File: src/logic/dms_regs.vh
`ifndef DMS_REGS_VH
`define DMS_REGS_VH
// ----------------------------------------
// slave address and frame layout
// ----------------------------------------
`define DMS_ADDR7          7'h72
`define DMS_ADDR_WR        8'he4
`define DMS_ADDR_RD        8'he5
`define DMS_SPI_LEAD       5'd2
`define DMS_SPI_ADDR_END   5'd10
`define DMS_SPI_REG_END    5'd18
`define DMS_SPI_COMMIT     5'd26
`define DMS_BYTE_BITS      4'd8
`endif

File: src/logic/dms_slave.v
`timescale 1ns/1ps
`include "dms_regs.vh"
module dms_slave (
    input  wire       clk,
    input  wire       reset,
    input  wire       sel_n,
    input  wire       scl,
    input  wire       sda_in,
    output wire       sda_out,
    output reg        sda_oe,
    output reg  [7:0] reg_addr,
    output reg  [7:0] reg_wdata,
    output reg        reg_write,
    output reg        reg_read,
    input  wire [7:0] reg_rdata
);
    // ----------------------------------------
    // input synchronisers and edge detection
    // ----------------------------------------
    wire [2:0] sync;
    reg  [2:0] prev;

    dms_sync #(
        .WIDTH (3)
    ) u_sync (
        .clk   (clk),
        .reset (reset),
        .din   ({sel_n, scl, sda_in}),
        .dout  (sync)
    );

    wire sel_s = sync[2];
    wire scl_s = sync[1];
    wire sda_s = sync[0];

    // previous synchronised levels
    always @(posedge clk) begin
        if (reset) begin
            prev <= 3'h7;
        end else begin
            prev <= sync;
        end
    end

    wire scl_rise = scl_s & ~prev[1];
    wire scl_fall = ~scl_s & prev[1];
    wire sel_fall = ~sel_s & prev[2];
    wire sda_move = sda_s ^ prev[0];
    // start and stop only while clock high, select high
    wire i2c_start = sel_s & scl_s & prev[1] & ~sda_s & prev[0];
    wire i2c_stop  = sel_s & scl_s & prev[1] & sda_s & ~prev[0];

    assign sda_out = 1'b0; // open drain, drive low only

    // ----------------------------------------
    // spi frame engine
    // ----------------------------------------
    reg       spi_act;
    reg [4:0] spi_cnt;
    reg [7:0] spi_sh;
    reg       spi_rd;
    reg [7:0] spi_out;
    reg       spi_oe;

    // data must hold until the first clock fall of a frame
    wire spi_early = (spi_cnt == 5'h00) || (spi_cnt == 5'h01 && scl_s);

    // spi receive, count and output shift
    always @(posedge clk) begin
        if (reset) begin
            spi_act <= 1'b0;
            spi_cnt <= 5'h00;
            spi_sh  <= 8'h00;
            spi_rd  <= 1'b0;
            spi_out <= 8'h00;
            spi_oe  <= 1'b0;
        end else if (sel_fall) begin
            spi_act <= 1'b1;
            spi_cnt <= 5'h00;
            spi_rd  <= 1'b0;
            spi_oe  <= 1'b0;
        end else if (sel_s) begin
            spi_act <= 1'b0;
            spi_oe  <= 1'b0;
        end else if (spi_act && sda_move && spi_early) begin
            spi_act <= 1'b0;
        end else if (spi_act && scl_rise) begin
            spi_cnt <= spi_cnt + 5'h01;
            if (spi_cnt >= `DMS_SPI_LEAD) begin
                spi_sh <= {spi_sh[6:0], sda_s};
            end
            if (spi_cnt == `DMS_SPI_ADDR_END - 5'd1) begin
                spi_rd <= sda_s;
                if ({spi_sh[6:0], sda_s} != `DMS_ADDR_WR &&
                    {spi_sh[6:0], sda_s} != `DMS_ADDR_RD) begin
                    spi_act <= 1'b0;
                end
            end
            if (spi_cnt == `DMS_SPI_COMMIT) begin
                spi_act <= 1'b0;
            end
        end else if (spi_act && scl_fall) begin
            if (spi_cnt == `DMS_SPI_REG_END && spi_rd) begin
                spi_out <= reg_rdata;
                spi_oe  <= ~reg_rdata[7];
            end else if (spi_cnt > `DMS_SPI_REG_END && spi_rd &&
                         spi_cnt < `DMS_SPI_COMMIT) begin
                spi_out <= {spi_out[6:0], 1'b0};
                spi_oe  <= ~spi_out[6];
            end else begin
                spi_oe  <= 1'b0;
            end
        end
    end

    // ----------------------------------------
    // i2c engine
    // ----------------------------------------
    localparam ST_IDLE = 3'd0;
    localparam ST_ADDR = 3'd1;
    localparam ST_REG  = 3'd2;
    localparam ST_DATA = 3'd3;
    localparam ST_SEND = 3'd4;
    localparam ST_MACK = 3'd5;

    reg [2:0] state;
    reg [3:0] bit_cnt;
    reg [7:0] i2c_sh;
    reg       ack_phase;
    reg       i2c_oe;

    // byte shifting, ack and read serialisation
    always @(posedge clk) begin
        if (reset) begin
            state     <= ST_IDLE;
            bit_cnt   <= 4'h0;
            i2c_sh    <= 8'h00;
            ack_phase <= 1'b0;
            i2c_oe    <= 1'b0;
        end else if (!sel_s || i2c_stop) begin
            state     <= ST_IDLE;
            ack_phase <= 1'b0;
            i2c_oe    <= 1'b0;
        end else if (i2c_start) begin
            state     <= ST_ADDR;
            bit_cnt   <= 4'h0;
            ack_phase <= 1'b0;
            i2c_oe    <= 1'b0;
        end else if (scl_rise && state != ST_IDLE) begin
            if (state == ST_MACK) begin
                // master ack continues, nack ends
                state <= sda_s ? ST_IDLE : ST_SEND;
            end else if (!ack_phase && state != ST_SEND) begin
                i2c_sh  <= {i2c_sh[6:0], sda_s};
                bit_cnt <= bit_cnt + 4'h1;
            end else if (state == ST_SEND && !ack_phase) begin
                bit_cnt <= bit_cnt + 4'h1;
            end
        end else if (scl_fall && state != ST_IDLE) begin
            if (ack_phase) begin
                ack_phase <= 1'b0;
                bit_cnt   <= 4'h0;
                if (state == ST_SEND) begin
                    i2c_oe <= ~reg_rdata[7];
                    i2c_sh <= reg_rdata;
                end else begin
                    i2c_oe <= 1'b0;
                end
            end else if (bit_cnt == `DMS_BYTE_BITS) begin
                case (state)
                    ST_ADDR: begin
                        if (i2c_sh[7:1] == `DMS_ADDR7) begin
                            ack_phase <= 1'b1;
                            i2c_oe    <= 1'b1;
                            state     <= i2c_sh[0] ? ST_SEND : ST_REG;
                        end else begin
                            state <= ST_IDLE;
                        end
                    end
                    ST_REG: begin
                        ack_phase <= 1'b1;
                        i2c_oe    <= 1'b1;
                        state     <= ST_DATA;
                    end
                    ST_DATA: begin
                        ack_phase <= 1'b1;
                        i2c_oe    <= 1'b1;
                    end
                    ST_SEND: begin
                        i2c_oe  <= 1'b0;
                        state   <= ST_MACK;
                        bit_cnt <= 4'h0;
                    end
                    default: begin
                        state <= ST_IDLE;
                    end
                endcase
            end else if (state == ST_SEND) begin
                i2c_oe <= ~i2c_sh[6];
                i2c_sh <= {i2c_sh[6:0], 1'b0};
            end
        end
    end

    // ----------------------------------------
    // register port and pin enable
    // ----------------------------------------
    wire i2c_byte = scl_fall && !ack_phase && bit_cnt == `DMS_BYTE_BITS;
    wire send_load = scl_fall && ack_phase && state == ST_SEND;

    // address capture, write commit and read strobes
    always @(posedge clk) begin
        if (reset) begin
            reg_addr  <= 8'h00;
            reg_wdata <= 8'h00;
            reg_write <= 1'b0;
            reg_read  <= 1'b0;
            sda_oe    <= 1'b0;
        end else begin
            reg_write <= 1'b0;
            reg_read  <= 1'b0;
            sda_oe    <= spi_oe | i2c_oe;
            if (spi_act && !sel_s && scl_rise) begin
                if (spi_cnt == `DMS_SPI_REG_END - 5'd1) begin
                    reg_addr <= {spi_sh[6:0], sda_s};
                end
                if (spi_cnt == `DMS_SPI_COMMIT - 5'd1 && !spi_rd) begin
                    reg_wdata <= {spi_sh[6:0], sda_s};
                    reg_write <= 1'b1;
                end
            end
            if (spi_act && !sel_s && scl_fall && spi_rd &&
                spi_cnt == `DMS_SPI_REG_END) begin
                reg_read <= 1'b1;
            end
            if (i2c_byte && state == ST_REG) begin
                reg_addr <= i2c_sh;
            end
            if (i2c_byte && state == ST_DATA) begin
                reg_wdata <= i2c_sh;
                reg_write <= 1'b1;
            end
            if (send_load) begin
                reg_read <= 1'b1;
            end
            if (scl_rise && state == ST_MACK && !sda_s) begin
                reg_addr <= reg_addr + 8'h01;
            end
        end
    end
endmodule

File: src/logic/dms_sync.v
`timescale 1ns/1ps
// ----------------------------------------
// two flop synchroniser
// ----------------------------------------
module dms_sync #(
    parameter WIDTH = 1
) (
    input  wire             clk,
    input  wire             reset,
    input  wire [WIDTH-1:0] din,
    output reg  [WIDTH-1:0] dout
);
    reg [WIDTH-1:0] meta;

    // first stage read only by second stage
    always @(posedge clk) begin
        if (reset) begin
            meta <= {WIDTH{1'b1}};
            dout <= {WIDTH{1'b1}};
        end else begin
            meta <= din;
            dout <= meta;
        end
    end
endmodule

File: config.mk
export PLATFORM = sky130hd
export DESIGN_NAME = dms_slave
export DESIGN_NICKNAME = d
export VERILOG_FILES = /design/src/logic/dms_slave.v /design/src/logic/dms_sync.v
export VERILOG_INCLUDE_DIRS = /design/src /design/src/logic
export SDC_FILE = /design/constraint.sdc
export NUM_CORES = 1
export LEC_CHECK = 0
export BUFFER_PORTS_ARGS = -buffer_cell sky130_fd_sc_hd__buf_2
export CAP_MARGIN = 10
export CORE_ASPECT_RATIO = 1.4
export CORE_MARGIN = 3
export CORE_UTILIZATION = 59
export CTS_CLUSTER_DIAMETER = 80
export DETAILED_ROUTE_END_ITERATION = 16
export PLACE_DENSITY = 0.79
export SYNTH_ARGS = -nofsm -noshare
export SYNTH_HDL_FRONTEND = slang
export SYNTH_SLANG_ARGS = --single-unit
File: constraint.sdc
create_clock -name clk -period 2.5 [get_ports clk]
set_input_delay 0.5 -clock clk [delete_from_list [all_inputs] [get_ports clk]]
set_output_delay 0.5 -clock clk [all_outputs]
set_load 0.02 [all_outputs]
# == Word level (Yosys, flattened, before mapping) ==
# Cells that the tools add are included.
# classes
n_addsub,3
n_lt_le_gt_ge,3
n_eq_ne,28
mux,60
bitwise,25
n_reduce_logical,71
# op_table
op,n
$mux W8,15
$mux W4,9
$logic_and A1 B1 Y1,27
$mux W3,8
$mux W1,23
$eq A5 B5 Y1 const B,4
$reduce_and A5 Y1,4
$reduce_bool A3 Y1,6
$ne A8 B8 Y1 const B,2
$reduce_bool A4 Y1,4
$mux W7,2
$not A1 Y1,14
$ne A3 B3 Y1 const B,4
$pmux W3 S4,1
$reduce_and A6 Y1,2
$reduce_bool A2 Y1,6
$reduce_bool A5 Y1,2
$and A1 B1 Y1,9
$reduce_and A3 Y1,3
$add A8 B1 Y8 const B,1
$eq A7 B7 Y1 const B,1
$reduce_and A7 Y1,1
$eq A3 B2 Y1 const B,2
$eq A3 B3 Y1 const B,2
25 further kinds,38
# totals
regBits,67
output_inout_bits,20
word_cells,210

# == Depth between registers and ports, before layout ==
# Gate-level depths: netlist of the first run.
# depth
depth_word,9
mapped_depth,9

# == Modules after synthesis ==
# Synthesis of the first run repeated with hierarchy kept, for this count alone.
# hier_totals
hier_cells,396
area_unflattened_um2,3646.0
# modules_own_cells
module,n_inst,cells_per_inst,area_each_um2,seq_area_each_um2
dms_slave,1,384,3488.3,1221.2
dms_sync,1,12,157.7,120.1

# == Least setup slack after synthesis of the first run ==
# No wires, ideal clock.
# synth_timing
kind,flip-flop to flip-flop
startpoint,register spi_cnt[1]
endpoint,register spi_out[3]
setup_time_ns,0.086
t_arrival_ns,1.869
required_ns,2.414
slack_ns,0.546
path_stages_with_launch,9
n_path_buf,1
path_cell_list,dfxtp_1 inv_1 ha_1 a21oi_1 o31ai_1 nor4_1 buf_2 nor2_1 a211oi_1
# synth_between
elab_chain_len,6
# synth_rtl
item,line_no,rtl
start: declaration,dms_slave.v:59,reg [4:0] spi_cnt;
start signal: assignment,dms_slave.v:88,spi_cnt <= spi_cnt + 5'h01;
"parallel branches: the longest is 6 deep, another holds $gt A5 B5 Y1",-,
end signal: assignment,dms_slave.v:104,spi_out <= reg_rdata;
end signal: assignment,dms_slave.v:108,"spi_out <= {spi_out[6:0], 1'b0};"
end: declaration,dms_slave.v:62,reg [7:0] spi_out;
# Parallel ways; which one is timed is not known.
# A chain may end at the register's enable or synchronous reset.

# == Worst setup path after layout of the first run ==
# layout_timing
startpoint,register u_sync.dout[1]
endpoint,register reg_wdata[2]
# layout_between
elab_chain_len,7
# layout_rtl
item,line_no,rtl
start: declaration,dms_sync.v:11,output reg [WIDTH-1:0] dout
start signal: assignment,dms_sync.v:19,dout <= {WIDTH{1'b1}};
start signal: assignment,dms_sync.v:22,dout <= meta;
$not A1 Y1,dms_slave.v:46,wire scl_fall = ~scl_s & prev[1];
$and A1 B1 Y1,dms_slave.v:46,
$logic_and A1 B1 Y1,dms_slave.v:208,wire i2c_byte = scl_fall && !ack_phase && bit_cnt == `DMS_BYTE_BITS;
$logic_and A1 B1 Y1 (no line),-,
$logic_and A1 B1 Y1,dms_slave.v:239,if (i2c_byte && state == ST_DATA) begin
$reduce_bool A2 Y1 (no line),-,
$reduce_and A2 Y1 (no line),-,
end signal: assignment,dms_slave.v:228,"reg_wdata <= {spi_sh[6:0], sda_s};"
end signal: assignment,dms_slave.v:240,reg_wdata <= i2c_sh;
end: declaration,dms_slave.v:12,"output reg [7:0] reg_wdata,"
# Parallel ways exist; a longest one is shown, timed or not.

==> results of run 1 <==
[sequential cells by signal, summed over array words and instances, names as in the netlist, 4 cells and up]
name and flops:
i2c_sh 8, reg_addr 8, reg_wdata 8, spi_out 7
spi_sh 7, spi_cnt 5, bit_cnt 4
[power by group]
group | leakage, nW | switching (mW) | internal [mW]
clock network | 0.0988 | 0.458 | 0.477
registers | 0.541 | 0.00922 | 1.07
logic | 0.882 | 0.0449 | 0.0238
total | 1.52 | 0.512 | 1.57
[routing by layer]
layer	routed length, um	track usage, %	share of wire (%)
met1	3660	31.8	42
met2	4310	42.0	50
met3	451	6.18	5.2
met4	239	11.4	2.8
met5	0	0	0
[stage by stage]
step	util [%]	cell area, um^2	std cells	total power, mW	setup slack, ns
after global routing	69.4	3950	514	2.18	0.0655
after global placement	65.8	3740	498	1.17	0.386
after detailed placement	65.8	3740	498	1.17	0.297
final	69.4	3950	514	2.09	0.261
after CTS	69.4	3950	514	2.10	0.262
after floorplan	-	3570	419	1.15	0.546
[worst max path at each step]
stage,end,slack [ns]
finish,reg_wdata[2],0.26
global route,reg_wdata[2],0.07
CTS,reg_wdata[2],0.26
detailed placement,reg_wdata[2],0.30
global placement,reg_addr[4],0.39
floorplan,spi_out[3],0.55
[placed cells by master (no fill, tap or decap), drive strengths merged, types with 8 or more instances in the layout]
cell / synthesis / routed
a21oi: 23 / 23
clkbuf: 17 / 9
a211oi: 16 / 16
mux2i: 25 / 25
inv: 10 / 14
nor2: 57 / 57
or3: 9 / 9
a311oi: 12 / 12
nor3: 13 / 13
or2: 10 / 10
nand2: 26 / 26
nand2b: 8 / 8
nand3: 17 / 17
o21ai: 12 / 12
buf: 11 / 39
dfxtp: 67 / 67
[kinds of logic after synthesis]
logic type | synth area share (%)
simple gates | 26.8
flops | 37.5
buf+inv | 4.87
xor+xnor | 1.23
mux | 8.26
compound gates | 18.8
other cells | 0.105
fa+ha+maj | 2.45
[final cells by class]
class / instances / area (um^2) / share of cell area (%)
inverters: 10 / 37.5 / 0.951
multi-input cells: 314 / 2060 / 52.2
flip-flops and latches: 67 / 1340 / 34.0
clock buffers: 9 / 124 / 3.14
clock inverters: 7 / 82.6 / 2.09
well taps: 68 / 85.1 / 2.16
repair buffers: 39 / 215 / 5.46
==> results.sh, run 1 <==
export IMPL_hold_ws_ns=0.331
export IMPL_place_gp_congestion=0.931
export IMPL_holdCritStartpoint="scl"
export IMPL_power_density_nw_per_um2=529
export IMPL_cts_buffers=9
export IMPL_drt_iter0_markers=197
export IMPL_ff2ff_path_depth=4
export IMPL_ctsHoldBuffers=0
export IMPL_min_path_type="input pin to register"
export IMPL_synth_top_area_share_pct=37.5
export IMPL_n_fill_cell=469
export IMPL_drt_first_pass_iters=5
export IMPL_drive_gt1_share_pct=17.9
export IMPL_synth_area_leader_cell="dfxtp_1"
export IMPL_critPathArrivalTime_ns=2.50
export IMPL_critical_path_buf_inv_count=0
export IMPL_core_um2=5690
export IMPL_clock_fmax_mhz=447
export IMPL_crit_family="simple AND/OR/NAND/NOR gates"
export IMPL_drtAntennaViolNets=0
export IMPL_pin_count=33
export IMPL_cts_tree="built"
export IMPL_die_w_um=71.8
export IMPL_worstPathMaxFanout=11
export IMPL_cts_resized=0
export IMPL_cp_end_kind="register"
export IMPL_grt_pass1_vias=3022
export IMPL_post_route_period_util_pct=89.6
export IMPL_cts_setup_buffers=0
export IMPL_clk_pin_slew_ns=0.08
export IMPL_clk_latency_ns=0.35
export IMPL_crit_path_start="u_sync.dout[1]"
export IMPL_cp_required_ns=2.76
export IMPL_p_leak_nw=1.52
export IMPL_final_max_slew_viol_count=0
export IMPL_synth_seq_area_share_pct=37.5
export IMPL_rr_startpoint="u_sync.dout[1]"
export IMPL_r2r_slack_ns=0.26
export IMPL_die_height_um=98.1
export IMPL_tightest_slew_ns=0.674
export IMPL_finalHoldViolations=0
export IMPL_synthArstFlopShare_pct=0
export IMPL_grt_start_max_net_pins=35
export IMPL_synthDistinctLibCells=63
export IMPL_yosysMostFrequentCell="dfxtp_1"
export IMPL_syn_avg_cell_area_um2=8.53
export IMPL_clockBufferDepth=2
export IMPL_slew_headroom_pct=54.5
export IMPL_drt_wl_total_um=8670
export IMPL_grt_overflow=0
export IMPL_yosysWarnings=0
export IMPL_n_antenna_cell=0
export IMPL_rows=32
export IMPL_grt_total_usage_pct=25.7
export IMPL_ys_top_cells_by_area="dfxtp_1 (38%), mux2i_1 (7.0%), nor2_1 (6.0%), a21oi_1 (3.2%), a211oi_1 (3.2%)"
export IMPL_area_growth_pct=10.4
export IMPL_wl_per_cell_um=16.9
export IMPL_slowest_stage="or4_1"
export IMPL_vias=3250
export IMPL_cts_root_buffer="clkbuf_8"
export IMPL_cts_sinks=67
export IMPL_initial_utilization_pct=62.9
export IMPL_synth_top_cells_by_count="dfxtp_1 (67), nor2_1 (57), nand2_1 (26)"
export IMPL_rsz0062_at_grt="false"
export IMPL_syn_inst=419
export IMPL_slowest_delay_ns=0.84
export IMPL_period_needed_ns=2.24
export IMPL_nets=461
export IMPL_setup_tns_ns=0
export IMPL_path_depth=4
export IMPL_ys_seq_elements=67
export IMPL_regToRegEndpoint="reg_wdata[2]"
export IMPL_htree_levels=3
export IMPL_status="finished clean"
export IMPL_drv_cap=0
export IMPL_drc_errors=0
export IMPL_cp_start_kind="register"
export IMPL_crit_type="register to register"
export IMPL_max_vdd_ir_drop_v=0.000534
export IMPL_final_setup_viol_count=0
export IMPL_holdPathEnd="u_sync.meta[1]"
export IMPL_synth_edf_count=0
export IMPL_antenna_found_initial=0
export IMPL_routed_via_density=6.32
export IMPL_place_detailed_hpwl_um=6210
export IMPL_dieArea_um2=7040
export IMPL_portBuffers=31
export IMPL_synthFlopType="dfxtp_1"
export IMPL_path_cells="nand2b_1 > or4_1 > mux2i_1 > a211oi_1"
export IMPL_grt_pass1_wl_um=14400
export IMPL_skew_ns=0.00753
export IMPL_synthesis_nets=439
export IMPL_syn_area_um2=3570
export IMPL_hold_depth=2
Power figures use the tool's default switching activity.
==> inputs of run 2 (changes only) <==
==> constraint.sdc (replaced) <==
create_clock -name clk -period 2.5 [get_ports clk]
set_input_delay 0.125 -clock clk [delete_from_list [all_inputs] [get_ports clk]]
set_output_delay 0.125 -clock clk [all_outputs]
set_load 0.02 [all_outputs]
==> run 2 against run 1 <==
Net effect:
- worst hold slack got worse by 0.25 ns
- largest power group unchanged
- die area did not move
- register-to-register slack barely moved
- largest cell class unchanged
- sequential share of layout area fell by 0.26 points
- global-route usage rose by 0.10 points
==> results.sh, run 2 (synthesized netlist as in run 1, its figures left out) <==
export IMPL_clockBufferDepth=2
export IMPL_path_cells="nand2b_1 > or4_1 > mux2i_1 > a211oi_1"
export IMPL_final_area_um2=3980
export IMPL_rows=32
export IMPL_drive_gt1_share_pct=17.8
export IMPL_slowest_stage="or4_1"
export IMPL_cp_start_kind="register"
export IMPL_drt_iter0_markers=213
export IMPL_clk_pin_slew_ns=0.08
export IMPL_final_util_pct=69.9
export IMPL_stdcell_count=517
export IMPL_cts_root_buffer="clkbuf_8"
export IMPL_final_common_cell="dfxtp_1"
export IMPL_grt_pass1_wl_um=14500
export IMPL_finalHoldViolations=0
export IMPL_place_inst=498
export IMPL_drt_first_pass_iters=5
export IMPL_slew_headroom_pct=53.3
export IMPL_final_max_slew_viol_count=0
export IMPL_drtAntennaViolNets=0
export IMPL_rsz0062_at_grt="false"
export IMPL_power_density_nw_per_um2=525
export IMPL_antenna_found_initial=0
export IMPL_place_detailed_hpwl_um=6210
export IMPL_placed_area_um2=3740
export IMPL_min_path_type="input pin to register"
export IMPL_critPathArrivalTime_ns=2.49
export IMPL_drc_errors=0
export IMPL_cp_required_ns=2.76
export IMPL_cts_buffers=9
export IMPL_setup_tns_ns=0
export IMPL_layout_common_cells="dfxtp_1 (67), nor2_1 (57), buf_2 (31)"
export IMPL_portBuffers=31
export IMPL_htree_levels=3
export IMPL_clock_fmax_mhz=447
export IMPL_dieArea_um2=7040
export IMPL_grt_pass1_vias=3044
export IMPL_period_needed_ns=2.24
export IMPL_final_setup_viol_count=0
export IMPL_nets=464
export IMPL_cts_sinks=67
export IMPL_clk_latency_ns=0.35
export IMPL_grt_total_usage_pct=25.8
export IMPL_core_um2=5690
export IMPL_grt_start_max_net_pins=35
export IMPL_crit_type="register to register"
export IMPL_die_w_um=71.8
export IMPL_routed_via_density=6.26
export IMPL_post_route_period_util_pct=89.5
export IMPL_max_vdd_ir_drop_v=0.000533
export IMPL_status="finished clean"
export IMPL_p_leak_nw=1.53
export IMPL_skew_ns=0.00854
export IMPL_n_antenna_cell=0
export IMPL_die_height_um=98.1
export IMPL_area_growth_pct=11.2
export IMPL_tightest_slew_ns=0.691
export IMPL_drt_wl_total_um=8700
export IMPL_vias=3239
export IMPL_reg_largest_list="i2c_sh (8), reg_addr (8), reg_wdata (8)"
export IMPL_pin_count=33
export IMPL_p_total_mw=2.09
export IMPL_place_gp_congestion=0.931
export IMPL_cts_setup_buffers=0
export IMPL_cts_tree="built"
export IMPL_slowest_delay_ns=0.84
export IMPL_initial_utilization_pct=62.9
export IMPL_drv_cap=0
export IMPL_grt_overflow=0
export IMPL_wl_per_cell_um=16.8
export IMPL_worstPathMaxFanout=11
export IMPL_cp_end_kind="register"
==> run 2: cell count changes in the layout (fill, tap and decap cells not counted), sizes merged <==
cell         previous run  this run
dlygate4sd3             0         3
==> run 2: path summary, 6_finish.rpt <==
path / startpoint / end / slack, ns / cells past startpoint
setup / recovery: u_sync.dout[1] / reg_wdata[2] / 0.26 / 4
hold / removal: reg_rdata[2] / i2c_sh[2] / 0.09 / 3
setup reg to reg: u_sync.dout[1] / reg_wdata[2] / 0.26 / 4
hold reg to reg: u_sync.meta[2] / u_sync.dout[2] / 0.41 / 1
==> run 2: where the power goes <==
part | leakage, nW | switching, mW | internal [mW]
clock network | 0.0988 | 0.456 | 0.477
logic | 0.894 | 0.0457 | 0.0269
registers | 0.541 | 0.00924 | 1.07
==> run 2: worst max-delay path, delay by kind of cell, from the launching register on <==
kind,cells,cell delay (ns)
DFF,1,0.53
and+or+nand+nor,2,1.12
AOI/OAI and AO/OA,1,0.28
muxes,1,0.21
==> run 2: final cells by class <==
class / count / area (um^2)
clock inverters: 7 / 82.6
inverters: 10 / 37.5
clock buffers: 9 / 124
repair buffers: 42 / 245
multi-input cells: 314 / 2060
flip-flops and latches: 67 / 1340
fillers: 470 / 1710
well taps: 68 / 85.1
==> run 2: per-stage QoR <==
| step | setup WS (ns) | hold slack, ns |
|---|---|---|
| finish | 0.262 | 0.0864 |
| global route | 0.0655 | 0.0672 |
| CTS | 0.262 | 0.0730 |
| detailed placement | 0.297 | 0.311 |
| global placement | 0.386 | 0.307 |
| floorplan | 0.546 | 0.229 |
==> run 2: metal layers <==
layer  vias up  global-route usage [%]  share of wire, %
met1      1527                    31.8                43
met5         -                       0                 0
met4         0                    11.4               2.2
met3        18                    6.18               5.0
met2       109                    42.3                50
li1       1585                       -                 -
==> run 2: timing repair <==
item,in CTS,in global routing
gates resized for setup,0,0
hold buffers,3,0
setup endpoints to repair,0,0
hold endpoints to repair,3,0
==> inputs of run 3 (changes only) <==
- CORE_ASPECT_RATIO: 1.4 -> default
==> run 3 against run 2 <==
Net effect:
- critical path depth grew 3
- clock-buffer cell count up 3
- maximum frequency shrank 1.4%
- combinational power grew 5.6%
- via count up 0.31%
- total power shrank 6.5%
- critical path type unchanged
- largest power group unchanged
- highest routed layer unchanged
==> results.sh, run 3 (synthesized netlist as in run 1, its figures left out) <==
export IMPL_status="finished clean"
export IMPL_period_needed_ns=2.27
export IMPL_vias=3249
export IMPL_p_leak_nw=1.54
export IMPL_rows=27
export IMPL_die_w_um=83.8
export IMPL_finalHoldViolations=0
export IMPL_grt_total_usage_pct=26.3
export IMPL_rr_startpoint="spi_cnt[1]"
export IMPL_die_height_um=83.8
export IMPL_worstPathMaxFanout=8
export IMPL_cp_required_ns=2.73
export IMPL_nets=468
export IMPL_place_inst=506
export IMPL_final_max_slew_viol_count=0
export IMPL_routed_via_density=6.21
export IMPL_clock_fmax_mhz=441
export IMPL_portBuffers=31
export IMPL_final_common_cell="dfxtp_1"
export IMPL_drt_iter0_markers=172
export IMPL_ff2ff_path_depth=7
export IMPL_grt_pass1_vias=3075
export IMPL_tightest_slew_ns=0.614
export IMPL_crit_type="register to register"
export IMPL_min_path_type="input pin to register"
export IMPL_r2r_slack_ns=0.23
export IMPL_place_gp_congestion=0.982
export IMPL_grt_overflow=0
export IMPL_reg_largest_list="i2c_sh (8), reg_addr (8), reg_wdata (8)"
export IMPL_cts_setup_buffers=0
export IMPL_cts_resized=0
export IMPL_layout_common_cells="dfxtp_1 (67), nor2_1 (57), buf_2 (31)"
export IMPL_n_antenna_cell=0
export IMPL_ctsHoldBuffers=3
export IMPL_slew_headroom_pct=58.5
export IMPL_critPathArrivalTime_ns=2.50
export IMPL_pin_count=33
export IMPL_antenna_found_initial=0
export IMPL_drive_gt1_share_pct=18.0
export IMPL_hold_depth=3
export IMPL_area_growth_pct=11.1
export IMPL_drt_first_pass_iters=5
export IMPL_drt_wl_total_um=9050
export IMPL_stdcell_count=523
export IMPL_cp_start_kind="register"
export IMPL_regToRegEndpoint="spi_sh[6]"
export IMPL_final_setup_viol_count=0
export IMPL_post_route_period_util_pct=90.8
export IMPL_holdCritStartpoint="reg_rdata[5]"
export IMPL_skew_ns=0.00545
export IMPL_dr_wl_met3_um=637
export IMPL_drv_cap=0
export IMPL_clk_latency_ns=0.35
export IMPL_drc_errors=0
export IMPL_place_detailed_hpwl_um=6350
export IMPL_dieArea_um2=7030
export IMPL_core_um2=5680
export IMPL_grt_pass1_wl_um=14900
export IMPL_rsz0062_at_grt="false"
export IMPL_cp_end_kind="register"
export IMPL_grt_start_max_net_pins=35
export IMPL_power_density_nw_per_um2=492
export IMPL_clockBufferDepth=2
export IMPL_cts_buffers=9
export IMPL_cts_root_buffer="clkbuf_8"
export IMPL_drtAntennaViolNets=0
export IMPL_n_fill_cell=471
export IMPL_cts_sinks=67
export IMPL_holdPathEnd="i2c_sh[5]"
export IMPL_htree_levels=3
export IMPL_maxUsedRoutingLayer="met4"
export IMPL_clk_pin_slew_ns=0.07
export IMPL_wl_per_cell_um=17.3
export IMPL_setup_tns_ns=0
export IMPL_max_vdd_ir_drop_v=0.000372
export IMPL_drt_met1_wl_um=4170
export IMPL_cts_tree="built"
export IMPL_routed_wl_met2_um=3990
export IMPL_initial_utilization_pct=63.0
-- run 3: cell count changes in the layout (fill, tap and decap cells not counted), sizes merged --
cell / change
bufinv: -1
inv: -4
clkinv: +1
clkbuf: +3
clkinvlp: -1
buf: +4
-- run 3: worst max-delay path, stage by stage, from the launching register on --
cell	delay, ns
dfxtp_1	0.51
inv_1	0.14
ha_1	0.27
a21oi_1	0.26
o311a_1	0.41
o311ai_4	0.28
mux2i_1	0.21
nor2_1	0.06
-- run 3: final cells by class --
cell class | count | area [um^2] | share of cell area [%]
inverters | 10 | 37.5 | 0.945
flip-flops and latches | 67 | 1340 | 33.8
clock buffers | 12 | 155 | 3.91
multi-input cells | 314 | 2060 | 51.9
repair buffers | 46 | 275 | 6.93
clock inverters | 2 | 12.5 | 0.315
well taps | 72 | 90.1 | 2.27
-- run 3: worst max-delay path by stage --
| stage | startpoint | end | depth (start not counted) |
|---|---|---|---|
| 6_report | spi_cnt[1] | spi_sh[6] | 7 |
| 5_1_grt | spi_cnt[1] | spi_sh[6] | 7 |
| 4_1_cts | spi_cnt[1] | reg_wdata[2] | 6 |
| 3_5_place_dp | spi_cnt[1] | reg_wdata[2] | 6 |
| 3_3_place_gp | spi_cnt[1] | spi_sh[5] | 7 |
| 2_1_floorplan | spi_cnt[1] | spi_out[3] | 8 |
-- run 3: through the flow --
stage	power [mW]	instance area, um^2	hold WS [ns]	setup WS, ns	utilization, %
CTS	1.96	3970	0.0879	0.255	70.0
finish	1.95	3970	0.0872	0.231	70.0
global route	2.01	3970	0.0887	0.107	70.0
detailed placement	1.18	3770	0.309	0.284	66.5
global placement	1.18	3770	0.308	0.380	66.5
floorplan	1.15	3570	0.229	0.546	-
-- run 3: metal layers --
metal  vias up  global-route usage [%]
li1       1583                       -
met1      1513                    35.6
met2       128                    39.0
met3        25                    5.23
met4         0                    14.6
met5         -                       0
-- run 3: where the power goes --
part           internal (mW)  switching, mW
Clock                  0.401          0.393
Sequential              1.07        0.00709
Combinational         0.0279         0.0488
Total                   1.50          0.449
